==> src/pfm_pkg.sv <==
// constants, register map and carrier types for the port e and fifo pin mux
package pfm_pkg;
    // register byte addresses
    localparam logic [7:0] PFM_ADDR_PORT_E_ALT  = 8'h00;
    localparam logic [7:0] PFM_ADDR_IF_CONFIG   = 8'h04;
    localparam logic [7:0] PFM_ADDR_PIN_POLAR   = 8'h08;
    localparam logic [7:0] PFM_ADDR_MISC_CTRL   = 8'h0C;
    localparam logic [7:0] PFM_ADDR_PE_OUT      = 8'h10;
    localparam logic [7:0] PFM_ADDR_PE_OE       = 8'h14;
    localparam logic [7:0] PFM_ADDR_PD_OUT      = 8'h18;
    localparam logic [7:0] PFM_ADDR_PD_OE       = 8'h1C;
    localparam logic [7:0] PFM_ADDR_PIN_STATUS  = 8'h20;
    // number of registers, also the index given to an unmapped address
    localparam int PFM_NREG = 9;
    // reset values
    localparam logic [7:0] PFM_RST_BYTE = 8'h00;
    // interface_config fields
    localparam int PFM_IFC_INTERNAL = 7;
    localparam int PFM_IFC_RATE48   = 6;
    localparam int PFM_IFC_CLK_OE   = 5;
    localparam int PFM_IFC_INVERT   = 4;
    // interface modes
    typedef enum logic [1:0] {
        PFM_MODE_PORTS = 2'h0,
        PFM_MODE_RSVD  = 2'h1,
        PFM_MODE_WAVE  = 2'h2,
        PFM_MODE_SLAVE = 2'h3
    } pfm_mode_e;
    // fifo_pin_polarity fields
    localparam int PFM_POL_RD = 3;
    localparam int PFM_POL_WR = 2;
    // misc control fields
    localparam int PFM_MISC_T2_EXT   = 0;
    localparam int PFM_MISC_T1_SEL   = 1;
    localparam int PFM_MISC_WORDWIDE = 2;
    // port e alternate bit positions
    localparam int PFM_PE_T0    = 0;
    localparam int PFM_PE_T1    = 1;
    localparam int PFM_PE_T2    = 2;
    localparam int PFM_PE_SER0  = 3;
    localparam int PFM_PE_SER1  = 4;
    localparam int PFM_PE_IRQ6  = 5;
    localparam int PFM_PE_TIMER2_RELOAD_INPUT  = 6;
    localparam int PFM_PE_ADDR8 = 7;
    // interface clock generation
    localparam int PFM_CLK_MHZ    = 200;
    localparam int PFM_IFC_FAST   = 48;
    localparam int PFM_IFC_SLOW   = 30;
    localparam int PFM_ACC_BITS   = 16;
    localparam int PFM_STEP_FAST  = (2 * PFM_IFC_FAST * (1 << PFM_ACC_BITS)) / PFM_CLK_MHZ;
    localparam int PFM_STEP_SLOW  = (2 * PFM_IFC_SLOW * (1 << PFM_ACC_BITS)) / PFM_CLK_MHZ;
    // axi responses
    localparam logic [1:0] PFM_RESP_OKAY   = 2'h0;
    localparam logic [1:0] PFM_RESP_SLVERR = 2'h2;
    // fifo status flags, one bit per fifo
    typedef struct packed {
        logic [3:0] prog;
        logic [3:0] full;
        logic [3:0] empty;
    } pfm_flags_s;
endpackage

==> src/pfm_top.sv <==
// pin function multiplexer for port e, port d upper data and fifo interface pins
`timescale 1ns/1ps
`default_nettype none
module pfm_top
    import pfm_pkg::*;
(
    input  wire logic             aclk,
    input  wire logic             aresetn,
    input  wire logic [31:0]      s_axi_awaddr,
    input  wire logic             s_axi_awvalid,
    output logic                  s_axi_awready,
    input  wire logic [31:0]      s_axi_wdata,
    input  wire logic [3:0]       s_axi_wstrb,
    input  wire logic             s_axi_wvalid,
    output logic                  s_axi_wready,
    output logic [1:0]            s_axi_bresp,
    output logic                  s_axi_bvalid,
    input  wire logic             s_axi_bready,
    input  wire logic [31:0]      s_axi_araddr,
    input  wire logic             s_axi_arvalid,
    output logic                  s_axi_arready,
    output logic [31:0]           s_axi_rdata,
    output logic [1:0]            s_axi_rresp,
    output logic                  s_axi_rvalid,
    input  wire logic             s_axi_rready,
    input  wire logic [7:0]       port_e_pin_i,
    output logic [7:0]            port_e_pin_o,
    output logic [7:0]            port_e_pin_oe,
    input  wire logic [7:0]       port_d_pin_i,
    output logic [7:0]            port_d_pin_o,
    output logic [7:0]            port_d_pin_oe,
    input  wire logic [5:0]       wave_ready_pin,
    output logic [5:0]            wave_control_pin_o,
    output logic [5:0]            wave_control_pin_oe,
    input  wire logic             interface_clock_i,
    output logic                  interface_clock_o,
    output logic                  interface_clock_oe,
    input  wire logic [1:0]       fifo_address_pins,
    input  wire logic             irq4_input,
    input  wire logic             irq5_input_n,
    input  wire logic             timer1_count_pin,
    input  wire logic             timer0_overflow,
    input  wire logic             timer1_overflow,
    input  wire logic             timer2_overflow,
    input  wire logic [1:0]       serial0_mode,
    input  wire logic             serial0_data,
    input  wire logic [1:0]       serial1_mode,
    input  wire logic             serial1_data,
    input  wire logic             wave_address_bit8,
    input  wire logic [5:0]       wave_control_out,
    input  wire pfm_flags_s       fifo_flags,
    input  wire logic [7:0]       fifo_data_hi_o,
    input  wire logic             fifo_data_hi_oe,
    output logic [7:0]            fifo_data_hi_i,
    output logic [5:0]            wave_ready_in,
    output logic                  slave_read_strobe,
    output logic                  slave_write_strobe,
    output logic                  interface_clock_edge,
    output logic                  irq4_req,
    output logic                  irq5_req,
    output logic                  irq6_req,
    output logic                  timer2_reload,
    output logic                  timer1_count
);
    localparam int SW = 28;
    localparam logic [7:0] ALL1 = 8'hFF;

    // software registers
    logic [7:0]  port_e_alt_select_q;
    logic [7:0]  interface_config_q;
    logic [7:0]  fifo_pin_polarity_q;
    logic [7:0]  misc_ctrl_q;
    logic [7:0]  pe_out_q;
    logic [7:0]  pe_oe_q;
    logic [7:0]  pd_out_q;
    logic [7:0]  pd_oe_q;

    // synchroniser stages for every pin input
    logic [SW-1:0] meta_q;
    logic [SW-1:0] sync_q;
    logic [SW-1:0] prev_q;
    logic [SW-1:0] raw_pins;

    logic [7:0]  pe_s;
    logic [7:0]  pd_s;
    logic [5:0]  rdy_s;
    logic        irq4_s;
    logic        irq5_s;
    logic        t1_s;
    logic        interface_clock_s;
    logic [1:0]  fadr_s;
    logic        mode_slave;
    logic        mode_wave;
    logic        wide_bus;
    logic        interface_clock_eff;
    logic        interface_clock_prev_q;
    logic [PFM_ACC_BITS-1:0] acc_q;
    logic                    interface_clock_int_q;
    logic [PFM_ACC_BITS:0]   acc_sum;
    pfm_mode_e               mode;

    // decode of a word address to a register index, index PFM_NREG if unmapped
    function automatic logic [3:0] reg_index(input logic [31:0] addr);
        logic [3:0] idx;
        idx = 4'(PFM_NREG);
        if (addr[31:8] == 24'h00_0000 && addr[1:0] == 2'b00 &&
            addr[7:2] < 6'(PFM_NREG)) begin
            idx = addr[5:2];
        end
        return idx;
    endfunction

    assign raw_pins = {port_d_pin_i, fifo_address_pins, interface_clock_i, timer1_count_pin,
                       irq5_input_n, irq4_input, wave_ready_pin, port_e_pin_i};
    assign pe_s    = sync_q[7:0];
    assign rdy_s   = sync_q[13:8];
    assign irq4_s  = sync_q[14];
    assign irq5_s  = sync_q[15];
    assign t1_s    = sync_q[16];
    assign interface_clock_s = sync_q[17];
    assign fadr_s  = sync_q[19:18];
    assign pd_s    = sync_q[27:20];
    assign mode       = pfm_mode_e'(interface_config_q[1:0]);
    assign mode_slave = (mode == PFM_MODE_SLAVE);
    assign mode_wave  = (mode == PFM_MODE_WAVE);
    assign wide_bus   = (mode_slave || mode_wave) && misc_ctrl_q[PFM_MISC_WORDWIDE];

    // two-stage synchroniser, third stage for edge detection
    always_ff @(posedge aclk) begin
        if (!aresetn) begin
            meta_q <= '0;
            sync_q <= '0;
            prev_q <= '0;
        end else begin
            meta_q <= raw_pins;
            sync_q <= meta_q;
            prev_q <= sync_q;
        end
    end

    // edge events toward the cpu core
    always_ff @(posedge aclk) begin
        if (!aresetn) begin
            irq4_req      <= 1'b0;
            irq5_req      <= 1'b0;
            irq6_req      <= 1'b0;
            timer2_reload <= 1'b0;
            timer1_count  <= 1'b0;
        end else begin
            irq4_req <= irq4_s && !prev_q[14];
            irq5_req <= !irq5_s && prev_q[15];
            irq6_req <= port_e_alt_select_q[PFM_PE_IRQ6] &&
                        pe_s[PFM_PE_IRQ6] && !prev_q[PFM_PE_IRQ6];
            timer2_reload <= port_e_alt_select_q[PFM_PE_TIMER2_RELOAD_INPUT] && misc_ctrl_q[PFM_MISC_T2_EXT] &&
                             !pe_s[PFM_PE_TIMER2_RELOAD_INPUT] && prev_q[PFM_PE_TIMER2_RELOAD_INPUT];
            timer1_count <= misc_ctrl_q[PFM_MISC_T1_SEL] && !t1_s && prev_q[16];
        end
    end

    // internal interface clock by phase accumulator
    assign acc_sum = {1'b0, acc_q} + (interface_config_q[PFM_IFC_RATE48] ?
                     (PFM_ACC_BITS+1)'(PFM_STEP_FAST) : (PFM_ACC_BITS+1)'(PFM_STEP_SLOW));
    always_ff @(posedge aclk) begin
        if (!aresetn) begin
            acc_q       <= '0;
            interface_clock_int_q <= 1'b0;
        end else if (interface_config_q[PFM_IFC_INTERNAL]) begin
            acc_q <= acc_sum[PFM_ACC_BITS-1:0];
            if (acc_sum[PFM_ACC_BITS]) begin
                interface_clock_int_q <= !interface_clock_int_q;
            end
        end
    end

    // effective interface clock and its rising edge
    assign interface_clock_eff = (interface_config_q[PFM_IFC_INTERNAL] ? interface_clock_int_q : interface_clock_s) ^
                       interface_config_q[PFM_IFC_INVERT];
    always_ff @(posedge aclk) begin
        if (!aresetn) begin
            interface_clock_prev_q         <= 1'b0;
            interface_clock_edge <= 1'b0;
            interface_clock_o    <= 1'b0;
            interface_clock_oe   <= 1'b0;
        end else begin
            interface_clock_prev_q         <= interface_clock_eff;
            interface_clock_edge <= interface_clock_eff && !interface_clock_prev_q;
            interface_clock_o    <= interface_clock_int_q ^ interface_config_q[PFM_IFC_INVERT];
            interface_clock_oe   <= interface_config_q[PFM_IFC_INTERNAL] &&
                                    interface_config_q[PFM_IFC_CLK_OE];
        end
    end

    // fifo interface sampled on interface clock edges
    always_ff @(posedge aclk) begin
        if (!aresetn) begin
            slave_read_strobe   <= 1'b0;
            slave_write_strobe  <= 1'b0;
            wave_ready_in       <= '0;
            wave_control_pin_o  <= '0;
            wave_control_pin_oe <= '0;
            fifo_data_hi_i      <= '0;
        end else if (interface_clock_eff && !interface_clock_prev_q) begin
            slave_read_strobe  <= mode_slave &&
                                  (rdy_s[0] == fifo_pin_polarity_q[PFM_POL_RD]);
            slave_write_strobe <= mode_slave &&
                                  (rdy_s[1] == fifo_pin_polarity_q[PFM_POL_WR]);
            wave_ready_in      <= {rdy_s[5:2], mode_slave ? 2'b00 : rdy_s[1:0]};
            wave_control_pin_o[5:3] <= wave_control_out[5:3];
            if (mode_slave) begin
                wave_control_pin_o[0] <= fifo_flags.prog[fadr_s];
                wave_control_pin_o[1] <= fifo_flags.full[fadr_s];
                wave_control_pin_o[2] <= fifo_flags.empty[fadr_s];
            end else begin
                wave_control_pin_o[2:0] <= wave_control_out[2:0];
            end
            wave_control_pin_oe <= (mode_slave || mode_wave) ? 6'h3F : 6'h00;
            fifo_data_hi_i      <= pd_s;
        end else if (!mode_slave) begin
            slave_read_strobe  <= 1'b0;
            slave_write_strobe <= 1'b0;
        end
    end

    // port e pin drivers
    always_ff @(posedge aclk) begin
        if (!aresetn) begin
            port_e_pin_o  <= '0;
            port_e_pin_oe <= '0;
        end else begin
            for (int i = 0; i < 8; i++) begin
                port_e_pin_o[i]  <= pe_out_q[i];
                port_e_pin_oe[i] <= pe_oe_q[i];
            end
            if (port_e_alt_select_q[PFM_PE_T0]) begin
                port_e_pin_o[PFM_PE_T0]  <= timer0_overflow;
                port_e_pin_oe[PFM_PE_T0] <= 1'b1;
            end
            if (port_e_alt_select_q[PFM_PE_T1]) begin
                port_e_pin_o[PFM_PE_T1]  <= timer1_overflow;
                port_e_pin_oe[PFM_PE_T1] <= 1'b1;
            end
            if (port_e_alt_select_q[PFM_PE_T2]) begin
                port_e_pin_o[PFM_PE_T2]  <= timer2_overflow;
                port_e_pin_oe[PFM_PE_T2] <= 1'b1;
            end
            if (port_e_alt_select_q[PFM_PE_SER0]) begin
                port_e_pin_o[PFM_PE_SER0]  <= (serial0_mode == 2'b00) ? serial0_data : 1'b1;
                port_e_pin_oe[PFM_PE_SER0] <= 1'b1;
            end
            if (port_e_alt_select_q[PFM_PE_SER1]) begin
                port_e_pin_o[PFM_PE_SER1]  <= (serial1_mode == 2'b00) ? serial1_data : 1'b1;
                port_e_pin_oe[PFM_PE_SER1] <= 1'b1;
            end
            if (port_e_alt_select_q[PFM_PE_IRQ6]) begin
                port_e_pin_oe[PFM_PE_IRQ6] <= 1'b0;
            end
            if (port_e_alt_select_q[PFM_PE_TIMER2_RELOAD_INPUT]) begin
                port_e_pin_oe[PFM_PE_TIMER2_RELOAD_INPUT] <= 1'b0;
            end
            if (port_e_alt_select_q[PFM_PE_ADDR8]) begin
                port_e_pin_o[PFM_PE_ADDR8]  <= wave_address_bit8;
                port_e_pin_oe[PFM_PE_ADDR8] <= 1'b1;
            end
        end
    end

    // port d pin drivers, upper data bus in word-wide mode
    always_ff @(posedge aclk) begin
        if (!aresetn) begin
            port_d_pin_o  <= '0;
            port_d_pin_oe <= '0;
        end else if (wide_bus) begin
            port_d_pin_o  <= fifo_data_hi_o;
            port_d_pin_oe <= fifo_data_hi_oe ? ALL1 : 8'h00;
        end else begin
            port_d_pin_o  <= pd_out_q;
            port_d_pin_oe <= pd_oe_q;
        end
    end

    // axi write channel, both address and data taken together
    logic [3:0] widx;
    assign widx = reg_index(s_axi_awaddr);
    always_ff @(posedge aclk) begin
        if (!aresetn) begin
            s_axi_awready       <= 1'b0;
            s_axi_wready        <= 1'b0;
            s_axi_bvalid        <= 1'b0;
            s_axi_bresp         <= PFM_RESP_OKAY;
            port_e_alt_select_q <= PFM_RST_BYTE;
            interface_config_q  <= PFM_RST_BYTE;
            fifo_pin_polarity_q <= PFM_RST_BYTE;
            misc_ctrl_q         <= PFM_RST_BYTE;
            pe_out_q            <= PFM_RST_BYTE;
            pe_oe_q             <= PFM_RST_BYTE;
            pd_out_q            <= PFM_RST_BYTE;
            pd_oe_q             <= PFM_RST_BYTE;
        end else begin
            s_axi_awready <= 1'b0;
            s_axi_wready  <= 1'b0;
            if (s_axi_bvalid && s_axi_bready) begin
                s_axi_bvalid <= 1'b0;
            end
            if (s_axi_awvalid && s_axi_wvalid && !s_axi_awready && !s_axi_bvalid) begin
                s_axi_awready <= 1'b1;
                s_axi_wready  <= 1'b1;
                s_axi_bvalid  <= 1'b1;
                s_axi_bresp   <= (widx == 4'(PFM_NREG)) ? PFM_RESP_SLVERR : PFM_RESP_OKAY;
                if (s_axi_wstrb[0] && widx != 4'(PFM_NREG)) begin
                    case (s_axi_awaddr[7:0])
                        PFM_ADDR_PORT_E_ALT: port_e_alt_select_q <= s_axi_wdata[7:0];
                        PFM_ADDR_IF_CONFIG:  interface_config_q  <= s_axi_wdata[7:0];
                        PFM_ADDR_PIN_POLAR:  fifo_pin_polarity_q <= s_axi_wdata[7:0];
                        PFM_ADDR_MISC_CTRL:  misc_ctrl_q         <= s_axi_wdata[7:0];
                        PFM_ADDR_PE_OUT:     pe_out_q            <= s_axi_wdata[7:0];
                        PFM_ADDR_PE_OE:      pe_oe_q             <= s_axi_wdata[7:0];
                        PFM_ADDR_PD_OUT:     pd_out_q            <= s_axi_wdata[7:0];
                        PFM_ADDR_PD_OE:      pd_oe_q             <= s_axi_wdata[7:0];
                        default: ;
                    endcase
                end
            end
        end
    end

    // axi read channel
    logic [31:0] rmux;
    always_comb begin
        rmux = 32'h0000_0000;
        case (s_axi_araddr[7:0])
            PFM_ADDR_PORT_E_ALT: rmux[7:0] = port_e_alt_select_q;
            PFM_ADDR_IF_CONFIG:  rmux[7:0] = interface_config_q;
            PFM_ADDR_PIN_POLAR:  rmux[7:0] = fifo_pin_polarity_q;
            PFM_ADDR_MISC_CTRL:  rmux[7:0] = misc_ctrl_q;
            PFM_ADDR_PE_OUT:     rmux[7:0] = pe_out_q;
            PFM_ADDR_PE_OE:      rmux[7:0] = pe_oe_q;
            PFM_ADDR_PD_OUT:     rmux[7:0] = pd_out_q;
            PFM_ADDR_PD_OE:      rmux[7:0] = pd_oe_q;
            PFM_ADDR_PIN_STATUS: rmux[27:0] = sync_q;
            default:             rmux = 32'h0000_0000;
        endcase
    end
    always_ff @(posedge aclk) begin
        if (!aresetn) begin
            s_axi_arready <= 1'b0;
            s_axi_rvalid  <= 1'b0;
            s_axi_rdata   <= 32'h0000_0000;
            s_axi_rresp   <= PFM_RESP_OKAY;
        end else begin
            s_axi_arready <= 1'b0;
            if (s_axi_rvalid && s_axi_rready) begin
                s_axi_rvalid <= 1'b0;
            end
            if (s_axi_arvalid && !s_axi_arready && !s_axi_rvalid) begin
                s_axi_arready <= 1'b1;
                s_axi_rvalid  <= 1'b1;
                s_axi_rdata   <= (reg_index(s_axi_araddr) == 4'(PFM_NREG)) ? 32'h0000_0000 : rmux;
                s_axi_rresp   <= (reg_index(s_axi_araddr) == 4'(PFM_NREG)) ?
                                 PFM_RESP_SLVERR : PFM_RESP_OKAY;
            end
        end
    end

    // checks on the pin behaviour
    a_irq4_one_event: assert property (@(posedge aclk) disable iff (!aresetn)
        irq4_req |=> !irq4_req) else $error("irq4 request longer than one cycle");
    a_irq5_fall_edge: assert property (@(posedge aclk) disable iff (!aresetn)
        (prev_q[15] && !irq5_s) |=> irq5_req) else $error("irq5 falling edge missed");
    a_irq6_gated: assert property (@(posedge aclk) disable iff (!aresetn)
        irq6_req |-> $past(port_e_alt_select_q[PFM_PE_IRQ6])) else $error("irq6 not selected");
    a_reload_needs_en: assert property (@(posedge aclk) disable iff (!aresetn)
        timer2_reload |-> $past(misc_ctrl_q[PFM_MISC_T2_EXT])) else $error("reload w/o enable");
    a_t2_pulse_pin: assert property (@(posedge aclk) disable iff (!aresetn)
        port_e_alt_select_q[PFM_PE_T2] && $stable(port_e_alt_select_q) |=>
        port_e_pin_o[PFM_PE_T2] == $past(timer2_overflow)) else $error("t2 pulse wrong");
    a_ser1_idle_high: assert property (@(posedge aclk) disable iff (!aresetn)
        port_e_alt_select_q[PFM_PE_SER1] && serial1_mode != 2'b00 ##1
        port_e_alt_select_q[PFM_PE_SER1] |-> port_e_pin_o[PFM_PE_SER1])
        else $error("serial1 echo not high");
    a_flag_b_full: assert property (@(posedge aclk) disable iff (!aresetn)
        mode_slave && interface_clock_eff && !interface_clock_prev_q |=>
        wave_control_pin_o[1] == $past(fifo_flags.full[fadr_s])) else $error("flag b wrong");
    a_rd_strobe_mode: assert property (@(posedge aclk) disable iff (!aresetn)
        slave_read_strobe |-> $past(mode_slave, 1) || $past(mode_slave, 2))
        else $error("read strobe outside slave mode");
    a_portd_narrow: assert property (@(posedge aclk) disable iff (!aresetn)
        !wide_bus |=> port_d_pin_oe == $past(pd_oe_q)) else $error("port d hijacked");
    a_t1_count_sel: assert property (@(posedge aclk) disable iff (!aresetn)
        !misc_ctrl_q[PFM_MISC_T1_SEL] |=> !timer1_count) else $error("t1 counted unselected");
endmodule
`default_nettype wire

==> config.mk <==
export PLATFORM = sky130hd
export DESIGN_NAME = pfm_top
export DESIGN_NICKNAME = d
export VERILOG_FILES = /design/src/pfm_pkg.sv /design/src/pfm_top.sv
export SDC_FILE = /design/constraint.sdc
export NUM_CORES = 1
export LEC_CHECK = 0
export BUFFER_PORTS_ARGS = -buffer_cell sky130_fd_sc_hd__buf_2
export CAP_MARGIN = 20
export CORE_AREA = 2 2 158 160
export DETAILED_ROUTE_END_ITERATION = 8
export DIE_AREA = 0 0 160 162
export PLACE_DENSITY_LB_ADDON = 0.1
export SLEW_MARGIN = 5
export SYNTH_ARGS = -nofsm -noshare
export SYNTH_HDL_FRONTEND = slang
export SYNTH_SLANG_ARGS = --single-unit
==> constraint.sdc <==
create_clock -name aclk -period 4.8 [get_ports aclk]
set_clock_uncertainty 0.2 [all_clocks]
set_input_delay 0.48 -clock aclk [delete_from_list [all_inputs] [get_ports aclk]]
set_output_delay 0.48 -clock aclk [all_outputs]
set_load 0.02 [all_outputs]
==> run metrics <==
flip-flop and latch count after synthesis=240; cells traversed along the worst timing path=inv_1 > ha_1 > a211oi_1 > o21ai_0 > a211oi_1 > nor4b_1 > a311o_1; multiplexer fraction of the synthesized cell area=about a tenth; fraction of final layout cells with drive strength greater than 1=between 20% and 30%; starting utilization of the core area=39.8%; peak supply drop=slightly below 0.2 mV; worst endpoint required time=5.03 ns; mean instance size in the synthesized netlist=between 9 and 10 um2; Total Routing Usage GR=about 20%; Slowest-stage cell, CP=sky130_fd_sc_hd__dfxtp_1; number of primary I/O pins=between 200 and 300; cell family with the largest share of critical-path delay=compound AO/OA/AOI/OAI gates; share of synthesized cell area in and, or, nand and nor gates=between 20% and 30%; CP max FO=7; synthesized area=approximately 9600 um2; pin slew with the least headroom to its limit=1.03 ns; global-route wire length before repair=between 40,000 and 50,000 um; CP peak stage delay=approximately 0.52 ns; reg2reg setup slack=1.80 ns; final setup vio count=0; pwr/cell area=352 nW/um2; post-DP HPWL=18,600 um; result of the run=complete, no violations; worst flop-to-flop path startpoint=interface_config_q[6]; leading post-synthesis cells by cell area=sky130_fd_sc_hd__dfxtp_1 (50%), sky130_fd_sc_hd__mux2i_1 (9.0%), sky130_fd_sc_hd__nand2_1 (5.6%); area enclosed by the die boundary=about 26,000 um2; Critical Path Source Type=flip-flop; kind of critical path=flip-flop to flip-flop; compound-gate portion of the synthesized area=12.8%; antenna diode count=0; final number of max-transition violations=0; end point of the critical path=acc_q[12]; Iteration-0 DRC Markers=roughly 540; IO Port Bufs=247; Area growth, synth to finish=27.3%; maximum number of pins on one net before global-route repair=about 110; path length in cells of the critical path=7; Crit Reg-Reg Endpoint=acc_q[12]; remaining design rule violation count=0; global-route congestion overflow total=0; flip-flop cell with the highest count after synthesis=sky130_fd_sc_hd__dfxtp_1; Via-to-Cell Ratio=~5; main combinational cell family by area after synthesis=simple AND/OR/NAND/NOR gates; worst-case clock buffer depth=3; clock sink total=240; Final Hold Vio Count=0; clock network fraction of design power=47.2%; net switching fraction of the power=between 20% and 30%; Buffers & Inverters on Critical Path=1; Critical Path Sink Type=flip-flop; standard-cell row count=57; cell-internal power=between 3 and 4 mW; class of the most critical hold timing path=input pin to flip-flop; pre-CTS setup slack=1.57 ns; Sw Pwr=~940 uW; number of resized instances in the post-cts repair step=0; setup repair after global routing missed its margin=false; average wire length per cell after detail routing=roughly 17 um; crit path time final=between 2 and 3 ns; clock buffers created by TritonCTS=26; total wirelength of the detailed-routed design=around 26,000 um; via count of the first global-routing pass=~7.2k; Maximum Capacitance Violations=0; Core ar.=24,100 um2; dominant cell type by area after synthesis=sky130_fd_sc_hd__dfxtp_1; sequential share of power=around 47%; crit path from=interface_config_q[6]; antenna violations before repair=0; Detailed Routing Iterations Pass 1=5; combined flip-flop and latch cell area=a little under 5000 um2; width of the die=around 160 um; number of synthesized flops with an enable pin=0; area of the multi-input gates=approximately 4500 um2; arrival time at the worst endpoint=3.22 ns; cell count of the worst reg-to-reg path=7; worst relative slew slack=31.3%; master cell of the clock root buffer=sky130_fd_sc_hd__clkbuf_16; top achievable clock speed=333 MHz; power share of the combinational group=between 5 and 6%; cell count after synthesis=965; static leakage=approximately 5 nW; Cell variety after synth=between 70 and 80; count of warnings emitted by yosys=0; fill cell count=approximately 2.4k; nets=1,395; CP dominant cell by count=sky130_fd_sc_hd__a211oi_1; fraction of registers with async set/reset=0%; die height=~160 um; top-area cell type share of the netlist area=~50%; synthesized-area fraction occupied by xor and xnor cells=approximately 1.1%; clock latency on the worst-skew pair=roughly 0.53 ns; RePlAce Congestion=a little over 0.8; fraction of the mapped netlist area in adder cells=between 1 and 1.5%; sequential share of the synthesized area=around 50%; number of antenna-violating nets in the routed design=0; fin util=50.6%; Final Worst Setup Slack=1.80 ns; Total Negative Setup Slacks=0 ns; clock edge transition at the registers on the reported setup and hold paths=0.06 ns; post-route fraction of the period consumed by the critical path=62.5%; clock tree from TritonCTS=built; detailed-route via count=roughly 7.8k; number of H-tree branching levels=1
[through the flow]
step	total power, mW	instances	cell area (um2)	hold slack (ns)
after floorplan	2.19	970	9610	0.167
after global placement	2.29	1477	11000	0.170
after detailed placement	2.29	1477	11000	0.173
after CTS	4.35	1556	12200	0.0000475
after global routing	4.46	1557	12200	0.0172
final	4.30	1557	12200	0.0166
[layer usage]
metal / up-vias / track usage [%] / wire, um
li1: 3881 / - / -
met1: 3667 / 25.8 / 11700
met2: 192 / 32.0 / 12300
met3: 48 / 3.45 / 1410
met4: 0 / 6.72 / 771
met5: - / 0 / 0
[power by group through the flow]
stage	Combinational [mW]	Clock, mW	Sequential, mW
finish	0.233	2.03	2.04
global route	0.254	2.17	2.04
CTS	0.234	2.08	2.04
detailed placement	0.212	0	2.08
global placement	0.212	0	2.08
floorplan	0.108	0	2.09
[worst reg2reg max path, cell delays in order (launching register included)]
cell	delay [ns]
sky130_fd_sc_hd__dfxtp_1	0.52
sky130_fd_sc_hd__inv_1	0.19
sky130_fd_sc_hd__ha_1	0.40
sky130_fd_sc_hd__a211oi_1	0.37
sky130_fd_sc_hd__o21ai_0	0.26
sky130_fd_sc_hd__a211oi_1	0.52
sky130_fd_sc_hd__nor4b_1	0.10
sky130_fd_sc_hd__a311o_1	0.33
[cells in the final DEF, fill, tap and decap left out, types with 5 or more instances in the layout]
master and count:
sky130_fd_sc_hd__buf_2 246, sky130_fd_sc_hd__dfxtp_1 240, sky130_fd_sc_hd__nand2_1 142, sky130_fd_sc_hd__mux2i_1 86, sky130_fd_sc_hd__and2_1 74, sky130_fd_sc_hd__nand3_1 34, sky130_fd_sc_hd__dlygate4sd3_1 33, sky130_fd_sc_hd__a21boi_0 31
sky130_fd_sc_hd__nor2b_1 29, sky130_fd_sc_hd__o21ai_0 27, sky130_fd_sc_hd__clkbuf_16 26, sky130_fd_sc_hd__a21oi_1 21, sky130_fd_sc_hd__a22o_1 21, sky130_fd_sc_hd__nor4_1 14, sky130_fd_sc_hd__nor2_1 13, sky130_fd_sc_hd__a22oi_1 10
sky130_fd_sc_hd__ha_1 9, sky130_fd_sc_hd__a211oi_1 8, sky130_fd_sc_hd__o21a_1 8, sky130_fd_sc_hd__xnor2_1 8, sky130_fd_sc_hd__clkbuf_8 8, sky130_fd_sc_hd__o211a_1 7, sky130_fd_sc_hd__nand4_1 7, sky130_fd_sc_hd__nor3_1 7
sky130_fd_sc_hd__nand2b_1 6, sky130_fd_sc_hd__a31oi_1 6, sky130_fd_sc_hd__conb_1 6, sky130_fd_sc_hd__and3_1 5, sky130_fd_sc_hd__clkbuf_1 5
[cells by family (layout without fill, tap and decap cells)]
group,after synthesis,in the layout
adder cells (fa/ha/maj),9,9
AO/OA/AOI/OAI,170,170
AND/OR/NAND/NOR,370,370
other,1,6
flip-flops,240,240
XOR/XNOR,12,12
buffers and inverters,73,336
multiplexers,90,90
[worst min-delay path by stage]
stage | cells past startpoint | slack, ns | end | startpoint
floorplan | 1 | 0.17 | irq4_req | prev_q[14]
global placement | 1 | 0.17 | irq4_req | prev_q[14]
detailed placement | 1 | 0.17 | irq4_req | prev_q[14]
CTS | 3 | 0.00005 | port_d_pin_o[2] | fifo_data_hi_o[2]
global route | 3 | 0.02 | port_e_pin_o[3] | serial0_mode[0]
finish | 3 | 0.02 | port_e_pin_o[1] | timer1_overflow
[flip-flops by register name (all words and copies together) (netlist names), 16 cells and up]
signal,count
s_axi_rdata,28
sync_q,28
meta_q,28
acc_q,16
[Yosys cell counts, types with 5 or more instances]
cell type / count
sky130_fd_sc_hd__dfxtp_1: 240
sky130_fd_sc_hd__nand2_1: 142
sky130_fd_sc_hd__mux2i_1: 86
sky130_fd_sc_hd__and2_1: 74
sky130_fd_sc_hd__clkbuf_1: 47
sky130_fd_sc_hd__nand3_1: 34
sky130_fd_sc_hd__a21boi_0: 31
sky130_fd_sc_hd__nor2b_1: 30
sky130_fd_sc_hd__o21ai_0: 27
sky130_fd_sc_hd__a21oi_1: 21
sky130_fd_sc_hd__a22o_1: 21
sky130_fd_sc_hd__nor4_1: 14
sky130_fd_sc_hd__nor2_1: 13
sky130_fd_sc_hd__buf_4: 12
sky130_fd_sc_hd__a22oi_1: 10
sky130_fd_sc_hd__ha_1: 9
sky130_fd_sc_hd__a211oi_1: 8
sky130_fd_sc_hd__o21a_1: 8
sky130_fd_sc_hd__xnor2_1: 8
sky130_fd_sc_hd__nand4_1: 7
sky130_fd_sc_hd__nor3_1: 7
sky130_fd_sc_hd__o211a_1: 7
sky130_fd_sc_hd__a31oi_1: 6
sky130_fd_sc_hd__nand2b_1: 6
sky130_fd_sc_hd__and3_1: 5
[area by class of cell]
| class | count | share of cell area, % |
|---|---|---|
| inverter | 5 | 0.154 |
| clock inverter | 8 | 0.882 |
| tap | 324 | 3.32 |
| sequential | 240 | 39.4 |
| timing repair buffer | 284 | 13.2 |
| clock buffer | 39 | 6.39 |
| multi-input combinational | 657 | 36.7 |
[what timing repair did]
| item | CTS | global route |
|---|---|---|
| hold buffers | 32 | 1 |
| buffers inserted | 0 | 0 |
| endpoints found under the hold margin | 32 | 1 |
No activity file was read; power rests on OpenSTA's default activity.
